==> config.mk <==
export PLATFORM = sky130hd
export DESIGN_NAME = crc_control
export DESIGN_NICKNAME = d
export VERILOG_FILES = /design/src/verilog/crc_pkg.sv /design/src/verilog/crc_control.sv
export SDC_FILE = /design/constraint.sdc
export NUM_CORES = 1
export LEC_CHECK = 0
export BUFFER_PORTS_ARGS = -buffer_cell sky130_fd_sc_hd__buf_2
export CAP_MARGIN = 20
export CORE_ASPECT_RATIO = 2
export CORE_MARGIN = 5
export CORE_UTILIZATION = 29
export CTS_CLUSTER_DIAMETER = 120
export CTS_CLUSTER_SIZE = 28
export DETAILED_ROUTE_END_ITERATION = 10
export GPL_ROUTABILITY_DRIVEN = 0
export PLACE_DENSITY = 0.42
export SLEW_MARGIN = 0
export SYNTH_ARGS = -nofsm -noshare
export SYNTH_HDL_FRONTEND = slang
export SYNTH_SLANG_ARGS = --single-unit
==> constraint.sdc <==
create_clock -name clk -period 11.4 [get_ports clk]
set_input_delay 0 -clock clk [delete_from_list [all_inputs] [get_ports clk]]
set_output_delay 0 -clock clk [all_outputs]
set_load 0.02 [all_outputs]
==> src/verilog/crc_pkg.sv <==
// Package with register map, field positions, reset values and types of the CRC block
package crc_pkg;

    // ----------------------------------------------------------------
    // Register word indices (word index = addr[4:2] of the byte address)
    // ----------------------------------------------------------------
    localparam logic [2:0] IDX_CONL    = 3'h0;
    localparam logic [2:0] IDX_CONH    = 3'h1;
    localparam logic [2:0] IDX_XORL    = 3'h2;
    localparam logic [2:0] IDX_XORH    = 3'h3;
    localparam logic [2:0] IDX_DATA    = 3'h4;
    localparam logic [2:0] IDX_RESULT  = 3'h5;
    localparam logic [2:0] IDX_IRQSTAT = 3'h6;
    localparam logic [2:0] IDX_IRQMASK = 3'h7;

    // ----------------------------------------------------------------
    // Control low and high field positions
    // ----------------------------------------------------------------
    localparam int BIT_EN     = 15;
    localparam int BIT_SIDL   = 13;
    localparam int BIT_CNT_LO = 8;
    localparam int BIT_FULL   = 7;
    localparam int BIT_EMPTY  = 6;
    localparam int BIT_ISEL   = 5;
    localparam int BIT_GO     = 4;
    localparam int BIT_LSB    = 3;
    localparam int BIT_MOD    = 2;
    localparam int BIT_DW_LO  = 8;

    // Interrupt status bits
    localparam int IRQ_EMPTY = 0;
    localparam int IRQ_DONE  = 1;

    // ----------------------------------------------------------------
    // Sizes and reset values
    // ----------------------------------------------------------------
    localparam int         FIFO_DEPTH   = 16;
    localparam logic [4:0] FIFO_MAX_BIG = 5'h08;
    localparam logic [4:0] FIFO_MAX_SML = 5'h10;
    localparam logic [4:0] POLY_LENGTH_FIELD_SPLIT   = 5'h07;
    localparam logic [31:0] POLY_RESET  = 32'h0000_0000;
    localparam logic [1:0] IRQ_RESET    = 2'h0;

    typedef struct packed {
        logic       enable;
        logic       stop_in_idle;
        logic       irq_sel;
        logic       lsb_first;
        logic       alt_mode;
        logic [4:0] data_width_field;
        logic [4:0] poly_length_field;
    } crc_cfg_t;

    typedef enum logic [2:0] {
        ST_IDLE  = 3'b001,
        ST_SHIFT = 3'b010,
        ST_DONE  = 3'b100
    } eng_state_t;

endpackage

==> src/verilog/crc_control.sv <==
// Programmable CRC control, data FIFO, serial shift engine and Avalon-MM slave
//
// Chosen here: the Avalon-MM interface to the registers and the placing of the registers.
`timescale 1ns/1ps
module crc_control (
    input  wire logic        clk,
    input  wire logic        rst,
    input  wire logic        device_idle,
    input  wire logic [4:0]  avs_address,
    input  wire logic        avs_read,
    input  wire logic        avs_write,
    input  wire logic [31:0] avs_writedata,
    input  wire logic [3:0]  avs_byteenable,
    output logic      [31:0] avs_readdata,
    output logic             avs_waitrequest,
    output logic             irq
);

    // ----------------------------------------------------------------
    // State
    // ----------------------------------------------------------------
    crc_pkg::crc_cfg_t   cfg_q, cfg_d;
    crc_pkg::eng_state_t st_q, st_d;
    logic        go_q, go_d;
    logic [31:0] poly_q, poly_d;
    logic [31:0] crc_q, crc_d;
    logic [31:0] word_q, word_d;
    logic [4:0]  bits_q, bits_d;
    logic [31:0] fifo_mem [crc_pkg::FIFO_DEPTH];
    logic [3:0]  rd_ptr_q, rd_ptr_d, wr_ptr_q, wr_ptr_d;
    logic [4:0]  cnt_q, cnt_d;
    logic [1:0]  irq_stat_q, irq_stat_d, irq_mask_q, irq_mask_d;
    logic        ack_q, ack_d;
    logic [31:0] rdata_q, rdata_d;

    // Byte-lane merge used by the polynomial and result registers
    function automatic logic [31:0] lane_merge(input logic [31:0] old_v,
                                               input logic [31:0] new_v,
                                               input logic [3:0]  be);
        logic [31:0] r;
        r = old_v;
        for (int i = 0; i < 4; i++) begin
            if (be[i]) begin
                r[i*8 +: 8] = new_v[i*8 +: 8];
            end
        end
        return r;
    endfunction

    // ----------------------------------------------------------------
    // Derived control
    // ----------------------------------------------------------------
    logic        run;
    logic [4:0]  fifo_max;
    logic        fifo_full, fifo_empty;
    logic        req, wr_acc, rd_cap;
    logic [2:0]  idx;
    logic        push, pop;
    logic        fb;
    logic        in_bit;
    logic [31:0] crc_shift;
    logic [31:0] len_mask;

    assign run        = cfg_q.enable && !(cfg_q.stop_in_idle && device_idle);
    assign fifo_max   = (cfg_q.poly_length_field >= crc_pkg::POLY_LENGTH_FIELD_SPLIT)
                        ? crc_pkg::FIFO_MAX_BIG : crc_pkg::FIFO_MAX_SML;
    assign fifo_full  = (cnt_q >= fifo_max);
    assign fifo_empty = (cnt_q == 5'h00);
    assign req        = avs_read || avs_write;
    assign idx        = avs_address[4:2];
    // One wait state: read data are registered during it, so they stand at the
    // edge where waitrequest is low, at the price of one cycle of latency
    assign avs_waitrequest = req && !ack_q;
    assign wr_acc     = avs_write && ack_q;
    assign rd_cap     = avs_read && !ack_q;
    // Writes to a full FIFO are dropped rather than stalling the bus
    assign push       = wr_acc && (idx == crc_pkg::IDX_DATA) && avs_byteenable[0] && !fifo_full;
    // A pop waits for the shifter to finish the word in hand
    assign pop        = run && (st_q != crc_pkg::ST_SHIFT) && go_q && !fifo_empty;
    // The register keeps only the low length bits; higher bits stay zero
    assign len_mask   = ~(32'hffff_fffe << cfg_q.poly_length_field);
    // Direction picks which end of the word enters first
    assign in_bit     = cfg_q.lsb_first ? word_q[0] : word_q[cfg_q.data_width_field];

    // Legacy: feedback from the top of the register; alternate: data XOR applied
    // after the shift (augmented form), so the shift-out is delayed by the length.
    // The x^0 term is always fed back; its enable bit is not stored
    always_comb begin
        crc_shift = crc_q;
        fb        = 1'b0;
        if (cfg_q.alt_mode) begin
            fb        = crc_q[cfg_q.poly_length_field];
            crc_shift = ({crc_q[30:0], in_bit}) ^ (fb ? (poly_q | 32'h0000_0001) : 32'h0);
        end else begin
            fb        = crc_q[cfg_q.poly_length_field] ^ in_bit;
            crc_shift = ({crc_q[30:0], 1'b0}) ^ (fb ? (poly_q | 32'h0000_0001) : 32'h0);
        end
        crc_shift = crc_shift & len_mask;
    end

    // ----------------------------------------------------------------
    // Engine and FIFO next state
    // ----------------------------------------------------------------
    // Per word: one cycle in idle or done to pop, width+1 shift cycles, then done.
    // Popping straight from done keeps back-to-back words one cycle apart, so a
    // full FIFO drains without the start bit ever being rewritten.
    always_comb begin
        st_d     = st_q;
        go_d     = go_q;
        crc_d    = crc_q;
        word_d   = word_q;
        bits_d   = bits_q;
        rd_ptr_d = rd_ptr_q;
        wr_ptr_d = push ? wr_ptr_q + 4'h1 : wr_ptr_q;
        cnt_d    = cnt_q;
        if (!cfg_q.enable) begin
            st_d  = crc_pkg::ST_IDLE;
            go_d  = 1'b0;
        end else if (run) begin
            case (st_q)
                crc_pkg::ST_IDLE, crc_pkg::ST_DONE: begin
                    if (pop) begin
                        word_d   = fifo_mem[rd_ptr_q];
                        rd_ptr_d = rd_ptr_q + 4'h1;
                        bits_d   = cfg_q.data_width_field;
                        st_d     = crc_pkg::ST_SHIFT;
                    end else if (st_q == crc_pkg::ST_DONE) begin
                        st_d = crc_pkg::ST_IDLE;
                    end
                end
                crc_pkg::ST_SHIFT: begin
                    crc_d  = crc_shift;
                    word_d = cfg_q.lsb_first ? {1'b0, word_q[31:1]} : {word_q[30:0], 1'b0};
                    bits_d = bits_q - 5'h01;
                    if (bits_q == 5'h00) begin
                        st_d = crc_pkg::ST_DONE;
                        if (fifo_empty) begin
                            go_d = 1'b0;
                        end
                    end
                end
                default: st_d = crc_pkg::ST_IDLE;
            endcase
        end
        cnt_d = cnt_q + {4'h0, push} - {4'h0, pop};
        if (wr_acc && idx == crc_pkg::IDX_CONL && avs_byteenable[0]) begin
            go_d = avs_writedata[crc_pkg::BIT_GO];
        end
        if (wr_acc && idx == crc_pkg::IDX_RESULT) begin
            crc_d = lane_merge(crc_q, avs_writedata, avs_byteenable) & len_mask;
        end
    end

    // ----------------------------------------------------------------
    // Registers, interrupts and bus next state
    // ----------------------------------------------------------------
    logic ev_empty, ev_done;
    // Empty event as the last word leaves the FIFO, while it still shifts
    assign ev_empty = pop && (cnt_q == 5'h01) && cfg_q.irq_sel;
    assign ev_done  = (st_q == crc_pkg::ST_SHIFT) && (bits_q == 5'h00)
                      && run && !cfg_q.irq_sel;

    always_comb begin
        cfg_d      = cfg_q;
        poly_d     = poly_q;
        irq_mask_d = irq_mask_q;
        irq_stat_d = irq_stat_q;
        ack_d      = req && !ack_q;
        rdata_d    = 32'h0000_0000;
        if (wr_acc) begin
            case (idx)
                crc_pkg::IDX_CONL: begin
                    if (avs_byteenable[1]) begin
                        cfg_d.enable       = avs_writedata[crc_pkg::BIT_EN];
                        cfg_d.stop_in_idle = avs_writedata[crc_pkg::BIT_SIDL];
                    end
                    if (avs_byteenable[0]) begin
                        cfg_d.irq_sel   = avs_writedata[crc_pkg::BIT_ISEL];
                        cfg_d.lsb_first = avs_writedata[crc_pkg::BIT_LSB];
                        cfg_d.alt_mode  = avs_writedata[crc_pkg::BIT_MOD];
                    end
                end
                crc_pkg::IDX_CONH: begin
                    if (avs_byteenable[1]) begin
                        cfg_d.data_width_field = avs_writedata[12:8];
                    end
                    if (avs_byteenable[0]) begin
                        cfg_d.poly_length_field = avs_writedata[4:0];
                    end
                end
                crc_pkg::IDX_XORL: begin
                    poly_d = lane_merge(poly_q, avs_writedata, {2'b00, avs_byteenable[1:0]});
                end
                crc_pkg::IDX_XORH: begin
                    poly_d = lane_merge(poly_q, {avs_writedata[15:0], 16'h0000},
                                        {avs_byteenable[1:0], 2'b00});
                end
                crc_pkg::IDX_IRQMASK: begin
                    if (avs_byteenable[0]) begin
                        irq_mask_d = avs_writedata[1:0];
                    end
                end
                default: ;
            endcase
            poly_d[0] = 1'b0;
        end
        if (rd_cap) begin
            case (idx)
                crc_pkg::IDX_CONL: begin
                    rdata_d[crc_pkg::BIT_EN]   = cfg_q.enable;
                    rdata_d[crc_pkg::BIT_SIDL] = cfg_q.stop_in_idle;
                    rdata_d[crc_pkg::BIT_CNT_LO +: 5] = cnt_q;
                    rdata_d[crc_pkg::BIT_FULL]  = fifo_full;
                    rdata_d[crc_pkg::BIT_EMPTY] = fifo_empty;
                    rdata_d[crc_pkg::BIT_ISEL]  = cfg_q.irq_sel;
                    rdata_d[crc_pkg::BIT_GO]    = go_q;
                    rdata_d[crc_pkg::BIT_LSB]   = cfg_q.lsb_first;
                    rdata_d[crc_pkg::BIT_MOD]   = cfg_q.alt_mode;
                end
                crc_pkg::IDX_CONH: begin
                    rdata_d[crc_pkg::BIT_DW_LO +: 5] = cfg_q.data_width_field;
                    rdata_d[4:0] = cfg_q.poly_length_field;
                end
                // The data port is write-only
                crc_pkg::IDX_DATA:    rdata_d = 32'h0000_0000;
                crc_pkg::IDX_XORL:    rdata_d[15:0] = poly_q[15:0];
                crc_pkg::IDX_XORH:    rdata_d[15:0] = poly_q[31:16];
                crc_pkg::IDX_RESULT:  rdata_d = crc_q;
                crc_pkg::IDX_IRQSTAT: rdata_d[1:0] = irq_stat_q;
                crc_pkg::IDX_IRQMASK: rdata_d[1:0] = irq_mask_q;
                default:              rdata_d = 32'h0000_0000;
            endcase
            // Cleared at the capture edge, so the value read is the value wiped
            if (idx == crc_pkg::IDX_IRQSTAT) begin
                irq_stat_d = 2'h0;
            end
        end
        // New events win over the clear-on-read in the same cycle
        if (ev_empty) begin
            irq_stat_d[crc_pkg::IRQ_EMPTY] = 1'b1;
        end
        if (ev_done) begin
            irq_stat_d[crc_pkg::IRQ_DONE] = 1'b1;
        end
    end

    // ----------------------------------------------------------------
    // Configuration, interrupt and bus registers
    // ----------------------------------------------------------------
    always_ff @(posedge clk) begin
        if (rst) begin
            cfg_q      <= '0;
            poly_q     <= crc_pkg::POLY_RESET;
            irq_stat_q <= crc_pkg::IRQ_RESET;
            irq_mask_q <= crc_pkg::IRQ_RESET;
            ack_q      <= 1'b0;
            rdata_q    <= 32'h0000_0000;
        end else begin
            cfg_q      <= cfg_d;
            poly_q     <= poly_d;
            irq_stat_q <= irq_stat_d;
            irq_mask_q <= irq_mask_d;
            ack_q      <= ack_d;
            rdata_q    <= rdata_d;
        end
    end

    // ----------------------------------------------------------------
    // Engine and FIFO registers
    // ----------------------------------------------------------------
    always_ff @(posedge clk) begin
        if (rst) begin
            st_q       <= crc_pkg::ST_IDLE;
            go_q       <= 1'b0;
            crc_q      <= 32'h0000_0000;
            word_q     <= 32'h0000_0000;
            bits_q     <= 5'h00;
            rd_ptr_q   <= 4'h0;
            wr_ptr_q   <= 4'h0;
            cnt_q      <= 5'h00;
        end else begin
            st_q       <= st_d;
            go_q       <= go_d;
            crc_q      <= crc_d;
            word_q     <= word_d;
            bits_q     <= bits_d;
            rd_ptr_q   <= rd_ptr_d;
            wr_ptr_q   <= wr_ptr_d;
            cnt_q      <= cnt_d;
        end
    end

    // FIFO storage carries no reset; only the pointers and count matter.
    // Sixteen entries serve both depths: the count, not the pointers, limits it
    always_ff @(posedge clk) begin
        if (push) begin
            fifo_mem[wr_ptr_q] <= avs_writedata;
        end
    end

    assign avs_readdata = rdata_q;
    assign irq          = |(irq_stat_q & irq_mask_q);

endmodule

After elaboration in Yosys (flattened, before gate mapping):

Memories as Yosys holds them, arrays and structs flattened. A register that Yosys moved wholly into a read port is not among the register bits.
Cells that the tools add are included.

* logic and storage cells: 179
* memory bits (read-only): 0
* bits in registers: 169
* latch bits: 0
* output and inout port bits: 34
* bits in writable memories: 512
* memories kept: 1

* mux-type cells: 55
* $add $sub $neg: 5
* bitwise logic cells: 12
* multiply operators: 0
* reductions and logical operators: 57
* shift operators: 1
* divide/modulo/power cells: 0
* $lt $le $gt $ge: 4
* equality and inequality tests: 19

Memories
* fifo_mem: depth 16, width 32, rd ports 1, clocked after memory_dff 1, wr ports 1, line crc_control.sv:29 `logic [31:0] fifo_mem [crc_pkg::FIFO_DEPTH];`

Operators with widths (number)
* $mux 32: 9
* $pmux 32 s2: 2
* $mux 8: 11
* $and 32x32->32: 2
* $xor 32x32->32: 2
* $not 32->32: 1
* $shl 32x5->32 const A: 1
* $reduce_and 4->1: 7
* $pmux 5 s5: 1
* $reduce_and 3->1: 7
* $logic_and 1x1->1: 19
* $reduce_bool 2->1: 8
* $eq 3x3->1 const B: 5
* $pmux 3 s5: 1
* $mux 1: 13
* $lt 5x6->1 const B: 2
* $ne 3x1->1 const B: 4
* $pmux 2 s6: 1
* $pmux 3 s4: 1
* $bmux 1 s5: 2
* $logic_not 5->1: 2
* $mux 5: 2
* $pmux 5 s2: 1
* $eq 3x2->1 const B: 3
* other kinds (27): 46

Logic depth before layout (Yosys ltp):

Gate-level depths: netlist of the first run.

* depth in word-level cells: 12
* depth in mapped cells: 21

Worst setup path after synthesis of the first run:

OpenSTA, ideal clock, no wires.

* path type: register to register
* from: reg cfg_q[1] in the netlist's numbering
* to: mem fifo_mem[3][0], enable pin
* period minus slack after synthesis: 5.079 ns
* slack: 6.321 ns
* cell stages (with the launch flop): 13
* buffers on the path: 2
* arrival time: 4.618 ns
* library setup time: 0.461 ns
* required time: 10.939 ns
* cell sequence: dfxtp_1 > buf_2 > clkbuf_1 > and2_1 > nand2_1 > nand2_1 > ha_1 > inv_1 > o41ai_1 > a21o_1 > nor4b_2 > nand2_1 > nor3_1

* word-level cells in the longest chain between the ends: 7

RTL lines
* from (decl): line crc_control.sv:22 `crc_pkg::crc_cfg_t cfg_q, cfg_d;`
* from (signal assigned): line crc_control.sv:259 `cfg_q <= cfg_d;`
* $ge 5x3->1: line crc_control.sv:65 `assign fifo_max = (cfg_q.poly_length_field >= crc_pkg::POLY_LENGTH_FIELD_SPLIT)`
* $mux 5: line crc_control.sv:66 `? crc_pkg::FIFO_MAX_BIG : crc_pkg::FIFO_MAX_SML;`
* $ge 5x5->1: line crc_control.sv:67 `assign fifo_full = (cnt_q >= fifo_max);`
* $logic_not 1->1: line crc_control.sv:77 `assign push = wr_acc && (idx == crc_pkg::IDX_DATA) && avs_byteenable[0] && !fifo_full;`
* $logic_and 1x1->1: line crc_control.sv:77
* $mux 1: line crc_control.sv:296 `if (push) begin`
* $mux 1 (implied by the code): line crc_control.sv:297 `fifo_mem[wr_ptr_q] <= avs_writedata;`
* to (decl): line crc_control.sv:29

Every way passes these cells.

Worst setup path in the final report of the first run:

* from: reg cfg_q[2] in the netlist's numbering
* to: mem fifo_mem[7][7], enable pin

The elaborated chain is that of the path after synthesis.

==> metrics, run 1 <==
Cells after Synth 1843; fillers 9648; IO Count 80; peak supply drop 123 µV; overall routing resource usage 17.1%; metal3 WL 2.34 mm; vias per inst 5.19; leak pwr 9.59 nW; MaxCap Viol Count 0; Core Region 98500 µm²; fraction of layout cells with a size suffix above 1 19.2%; arrival time at the worst endpoint 5130 ps; cell accounting for the most synthesized area edfxtp_1; Crit Path Max Fanout 23; DIE HEIGHT 455 µm; Mapped Area 28700 µm²; area growth from synthesis to layout 11.5%; top sig layer met4; largest net degree at the start of global routing 89; DP HPWL 59.5 mm; Clk pin slew, worst setup/hold paths 120 ps; Setup CP Type flip-flop to flip-flop; predominant post-synthesis flop cell edfxtp_1; RSZ-0062 raised after global routing false; 1st-pass router iterations 8; DR WL met2 52.3 mm; largest cells by area after synthesis edfxtp_1, mux4_2, dfxtp_1, mux2i_1, nor2_1; global-route wire length before repair 131 mm; setup_tns 0 ps; die area 106000 µm²; multi-input logic area 9400 µm²; Layout Nets 1983; H-tree Lvls 1; row count 163; GRT Residual Overflow 0; Port Buffer Count 77; antenna violations before repair 2; Fmax 0.206 GHz; Final Max Slew Viols 0; syn nets 1905; post-CTS sizing 0; status finished clean; skew final 29.0 ps; Residual DRC 0; Initial Util 29.1%; FF/Latch Area 18800 µm²; Max-slew headroom 23.2%; Detailed Route WL 92.0 mm; synth unique cells 70; Clock Sinks 685; final core utilization 32.5%; Via Count 16900; final worst-path cycle share 42.7%; mean post-synth cell area 15.6 µm²; Clk Latency, worst-skew pair 640 ps; async set or reset register ratio after synthesis 0%; die width 232 µm; Pwr Density 127 nW/µm²; worst slew pin tran 1150 ps; TritonCTS clock tree yes; Period minus WS final 4860 ps; met1 WL 32.3 mm; antenna-violating nets left 0; post-synth top area share 53.6%; Yosys warnings 0; critical path endpoint category flip-flop; Iteration-0 DRC Markers 1365; Hold Fails Final Rpt 0; worst path required time 11670 ps; crit start category flip-flop; Root Buffer clkbuf_16; sequential share of the synthesized area 65.7%; vias in the first global route 17800; Final setup viols 0; clk buf depth 3; hold crit path type primary input to flip-flop; drt wl/cell 28.2 µm; CTS Buf Count 28; Post-synth EDFFs 512; #FFs+latches synth 685
worst paths after layout:
kind | start | to | slack [ps] | depth (start not counted)
worst min-delay path | avs_address[3] | avs_readdata[1] | 70 | 3
worst min register to register | bits_q[1] | bits_q[1] | 490 | 2
worst max-delay path | cfg_q[2] | fifo_mem[7][7] | 6540 | 12
worst max register to register | cfg_q[2] | fifo_mem[7][7] | 6540 | 12
final cells by class:
cell class | count | area share (%)
flip-flops and latches | 685 | 58.9
multi-input cells | 1018 | 29.4
well taps | 1320 | 5.16
repair buffers | 164 | 3.65
clock buffers | 50 | 2.52
inverters | 24 | 0.282
clock inverters | 1 | 0.0508
diodes | 3 | 0.0235
where the power goes:
part / internal [mW] / total, mW / leakage [nW] / switching [mW]
Combinational: 0.0277 / 0.114 / 3.20 / 0.0861
Sequential: 2.67 / 2.68 / 6.00 / 0.00359
Clock: 0.489 / 1.27 / 0.389 / 0.786
Total: 3.19 / 4.07 / 9.59 / 0.875
cell families after synthesis:
kind of cell    count (synthesis)  synth area share, %
buf+inv                       140                 2.00
mux                           288                 17.7
xor+xnor                       15                0.458
compound gates                273                 6.46
flops                         685                 65.7
simple gates                  426                 7.01
fa+ha+maj                      16                0.724
state kept, by name (all words and copies together) (netlist names), 3 cells and up, named ones only:
signal        cells
poly_q           31
cfg_q            15
crc_q            31
word_q           32
st_q              3
wr_ptr_q          4
rd_ptr_q          4
avs_readdata     32
cnt_q             5
bits_q            5
fifo_mem        512
stage by stage:
step	setup slack [ps]	cell area, µm²	total power [mW]	hold WS (ps)	instances
after floorplan	6320	28700	2.77	98.9	1843
after global placement	6510	30700	2.83	304	3163
after detailed placement	6510	30700	2.84	346	3164
after CTS	6470	32000	4.12	0.664	3262
after global routing	6340	32000	4.21	84.5	3263
final	6540	32000	4.07	70.7	3265
synth_stat cells (all sizes together), types with 7 or more instances:
cell type  count
nor2b          8
o22ai          9
xor2          10
o221ai         8
a21oi         74
o211ai        33
inv           23
nor3b          7
ha            15
a21o           9
a32oi          8
and3          25
clkbuf        79
a22oi         11
nor3          25
nand3b         9
edfxtp       512
a211oi         9
nand2b         9
buf           37
nand2        123
mux2i         99
mux4         173
a222oi        10
a21bo          7
nand4         11
o21ai         48
a211o          7
mux2          16
nand3         28
nor2         150
dfxtp        173
cell usage in the layout, fill, tap and decap left out, drive strengths merged, types with 5 or more instances in the layout:
| cell type | synthesis | final |
|---|---|---|
| a211oi | 9 | 9 |
| dlygate4sd3 | 0 | 47 |
| xnor2 | 5 | 5 |
| ha | 15 | 15 |
| nor3 | 25 | 25 |
| dfxtp | 173 | 173 |
| edfxtp | 512 | 512 |
| clkbuf | 79 | 50 |
| a21bo | 7 | 7 |
| nor3b | 7 | 7 |
| a21oi | 74 | 74 |
| nand3 | 28 | 28 |
| a211o | 7 | 7 |
| nand3b | 9 | 9 |
| mux2i | 99 | 99 |
| o221ai | 8 | 8 |
| nand2b | 9 | 9 |
| buf | 37 | 117 |
| inv | 23 | 24 |
| nand2 | 123 | 123 |
| o22ai | 9 | 9 |
| a32oi | 8 | 8 |
| o21ai | 48 | 48 |
| and3b | 5 | 5 |
| nor2 | 150 | 150 |
| mux4 | 173 | 173 |
| xor2 | 10 | 10 |
| a22oi | 11 | 11 |
| a21o | 9 | 9 |
| a21boi | 5 | 5 |
| o31a | 5 | 5 |
| o211ai | 33 | 33 |
| mux2 | 16 | 16 |
| nor2b | 8 | 8 |
| nand4b | 6 | 6 |
| and3 | 25 | 25 |
| a222oi | 10 | 10 |
| nand4 | 11 | 11 |
| a311oi | 6 | 6 |
per-layer routing:
layer	global-route usage (%)	vias to the layer above
met3	1.20	135
met5	0	-
li1	-	7388
met4	7.89	0
met1	18.0	9034
met2	34.0	388
critical path, stage by stage (launching register included):
cell and delay [ps]:
dfxtp_1 330, buf_4 240, and2_1 260, nand2_1 150, nand2_1 340, ha_1 310
inv_1 60, o41ai_1 60, a21o_1 220, nor4b_2 900, nand2_1 490, nor2_4 510
buf_4 550
what timing repair did:
item | 4_1_cts | 5_1_grt
hold buffers | 47 | 0
buffers inserted | 0 | 0
hold endpoints to repair | 606 | 0
Power figures use the tool's default switching activity.
==> inputs of run 2 (changes only) <==
- ABC_AREA: unset -> 1
- PLACE_DENSITY: 0.42 -> 0.44
- clock period: 11.4 -> 4.16 ns (I/O delays scaled with it)
==> metrics, run 2 <==
Hold Fails Final Rpt 0; fraction of layout cells with a size suffix above 1 8.05%; DIE HEIGHT 458 µm; sequential share of the synthesized area 64.7%; CP max-delay cell dfxtp_1; Core Region 99900 µm²; drt wl/cell 24.7 µm; row count 164; Initial Util 29.1%; Final setup viols 0; Fin Hold WS 84.0 ps; fin cells 4262; setup_tns 0 ps; Root Buffer clkbuf_16; MaxCap Viol Count 0; vias per inst 5.24; Setup Buffers After CTS 0; RSZ-0062 raised after global routing false; hold crit path type primary input to flip-flop; Residual DRC 0; Cells after Synth 2862; Cells after DPL 4165; commonest cells after routing, fill and taps aside edfxtp_1, nand2_1, nor2_1, o21ai_0, nand3_1; Setup CP Type flip-flop to flip-flop; GRT Residual Overflow 0; Final Cell Area 32600 µm²; Fmax 0.285 GHz; status finished clean; critical path endpoint category flip-flop; TritonCTS clock tree yes; final worst-path cycle share 84.5%; Yosys warnings 0; buffer and inverter count on the worst path 4; Clk Latency, worst-skew pair 680 ps; hold buffers post-CTS 45; overall routing resource usage 19.1%; crit start category flip-flop; Max-slew headroom 37.2%; count leader, synth edfxtp_1; syn nets 2924; die area 107000 µm²; predominant post-synthesis flop cell edfxtp_1; vias in the first global route 22500; async set or reset register ratio after synthesis 0%; placed inst area 31300 µm²; IO Count 80; Via Count 22300; max reg flops 512; antenna violations before repair 2; #FFs+latches synth 685; Layout Nets 2974; largest net degree at the start of global routing 128; synth unique cells 45; Period minus WS final 3510 ps; clk buf depth 3; Largest Register fifo_mem; final core utilization 32.6%; die width 234 µm; Commonest cells post-synth edfxtp_1, nand2_1, nor2_1; area growth from synthesis to layout 11.9%; skew final 53.3 ps; 1st-pass router iterations 6; fillers 10200; mean post-synth cell area 10.2 µm²; Clock Sinks 685; post-synth top area share 52.8%; Final Max Slew Viols 0; CTS Buf Count 28; DP HPWL 68.5 mm; post-CTS sizing 0; leak pwr 10.7 nW; arrival time at the worst endpoint 4060 ps; leading cell type in the layout, fill and taps excluded edfxtp_1; worst path required time 4700 ps; Crit Path Max Fanout 7; global-route wire length before repair 153 mm; Detailed Route WL 105 mm; Mapped Area 29100 µm²; largest cells by area after synthesis edfxtp_1, dfxtp_1, o21ai_0, nand2_1, nor2_1; CP top delay family adder cells; H-tree Lvls 1; Clk pin slew, worst setup/hold paths 120 ps; Iteration-0 DRC Markers 1632; peak supply drop 398 µV; cell accounting for the most synthesized area edfxtp_1; worst slew pin tran 932 ps; antenna-violating nets left 0; Pwr Density 342 nW/µm²; Max stage delay on crit path 410 ps; Port Buffer Count 77; Post-synth EDFFs 512; CP cell instances nor2_1, nand2_1, ha_1, a21oi_1, nand2_1, nor4_1, buf_4, inv_1, ha_1, inv_1, ha_1, inv_1, fa_1, nor3_1, a211oi_1, o21ai_0, a21oi_1
-- run 2: cell count changes after synthesis, sizes merged, moves of 24 or more --
| cell | delta |
|---|---|
| and3 | -24 |
| mux4 | -173 |
| o21ai | +335 |
| inv | +100 |
| nor2 | +266 |
| a21oi | +54 |
| clkbuf | +68 |
| mux2i | -99 |
| nand2 | +354 |
| o221ai | +101 |
| nand3 | +178 |
-- run 2: worst paths after layout --
check	start	to	slack, ps	cells past startpoint
max reg2reg	cfg_q[3]	cnt_q[4]	650	17
min reg2reg	crc_q[31]	crc_q[31]	480	2
min	avs_write	cfg_q[5]	80	6
max	cfg_q[3]	cnt_q[4]	650	17
-- run 2: final cells by class --
type | count | area [µm²] | area share (%)
antenna | 1 | 2.50 | 0.00768
multi-input combinational | 1867 | 9170 | 28.1
inverter | 128 | 492 | 1.51
sequential | 685 | 18800 | 57.8
clock buffer | 49 | 779 | 2.39
tap | 1328 | 1660 | 5.10
timing repair buffer | 202 | 1590 | 4.87
clock inverter | 2 | 46.3 | 0.142
-- run 2: layer usage --
metal | global-route usage (%) | routed length [µm]
met4 | 11.4 | 7500
met5 | 0 | 0
met1 | 20.5 | 37800
met3 | 1.48 | 3720
met2 | 35.9 | 56300
-- run 2: through the flow --
| step | power (mW) | setup WS (ps) |
|---|---|---|
| after detailed placement | 7.78 | 713 |
| after CTS | 11.3 | 666 |
| after floorplan | 7.59 | 318 |
| after global routing | 11.5 | 466 |
| after global placement | 7.77 | 562 |
| final | 11.1 | 647 |
-- run 2: cell families after synthesis --
kind of cell | after synthesis | synth area share, %
AND/OR/NAND/NOR | 1146 | 16.2
AO/OA/AOI/OAI | 704 | 14.1
flip-flops | 685 | 64.7
buffers and inverters | 310 | 4.30
adder cells (fa/ha/maj) | 16 | 0.713
XOR/XNOR | 1 | 0.0301
-- run 2: report_power, final --
group / leakage, nW / total [mW] / switching (mW) / internal (mW)
Sequential: 6.00 / 7.33 / 0.00835 / 7.33
Clock: 0.389 / 3.49 / 2.18 / 1.31
Combinational: 4.32 / 0.319 / 0.247 / 0.0727
Total: 10.7 / 11.1 / 2.44 / 8.71
-- run 2: worst min-delay path: stages --
cell and delay (ps):
buf_2 110, nand2_1 170, nor2_1 60, inv_1 130, nor2_1 100, a21oi_1 140
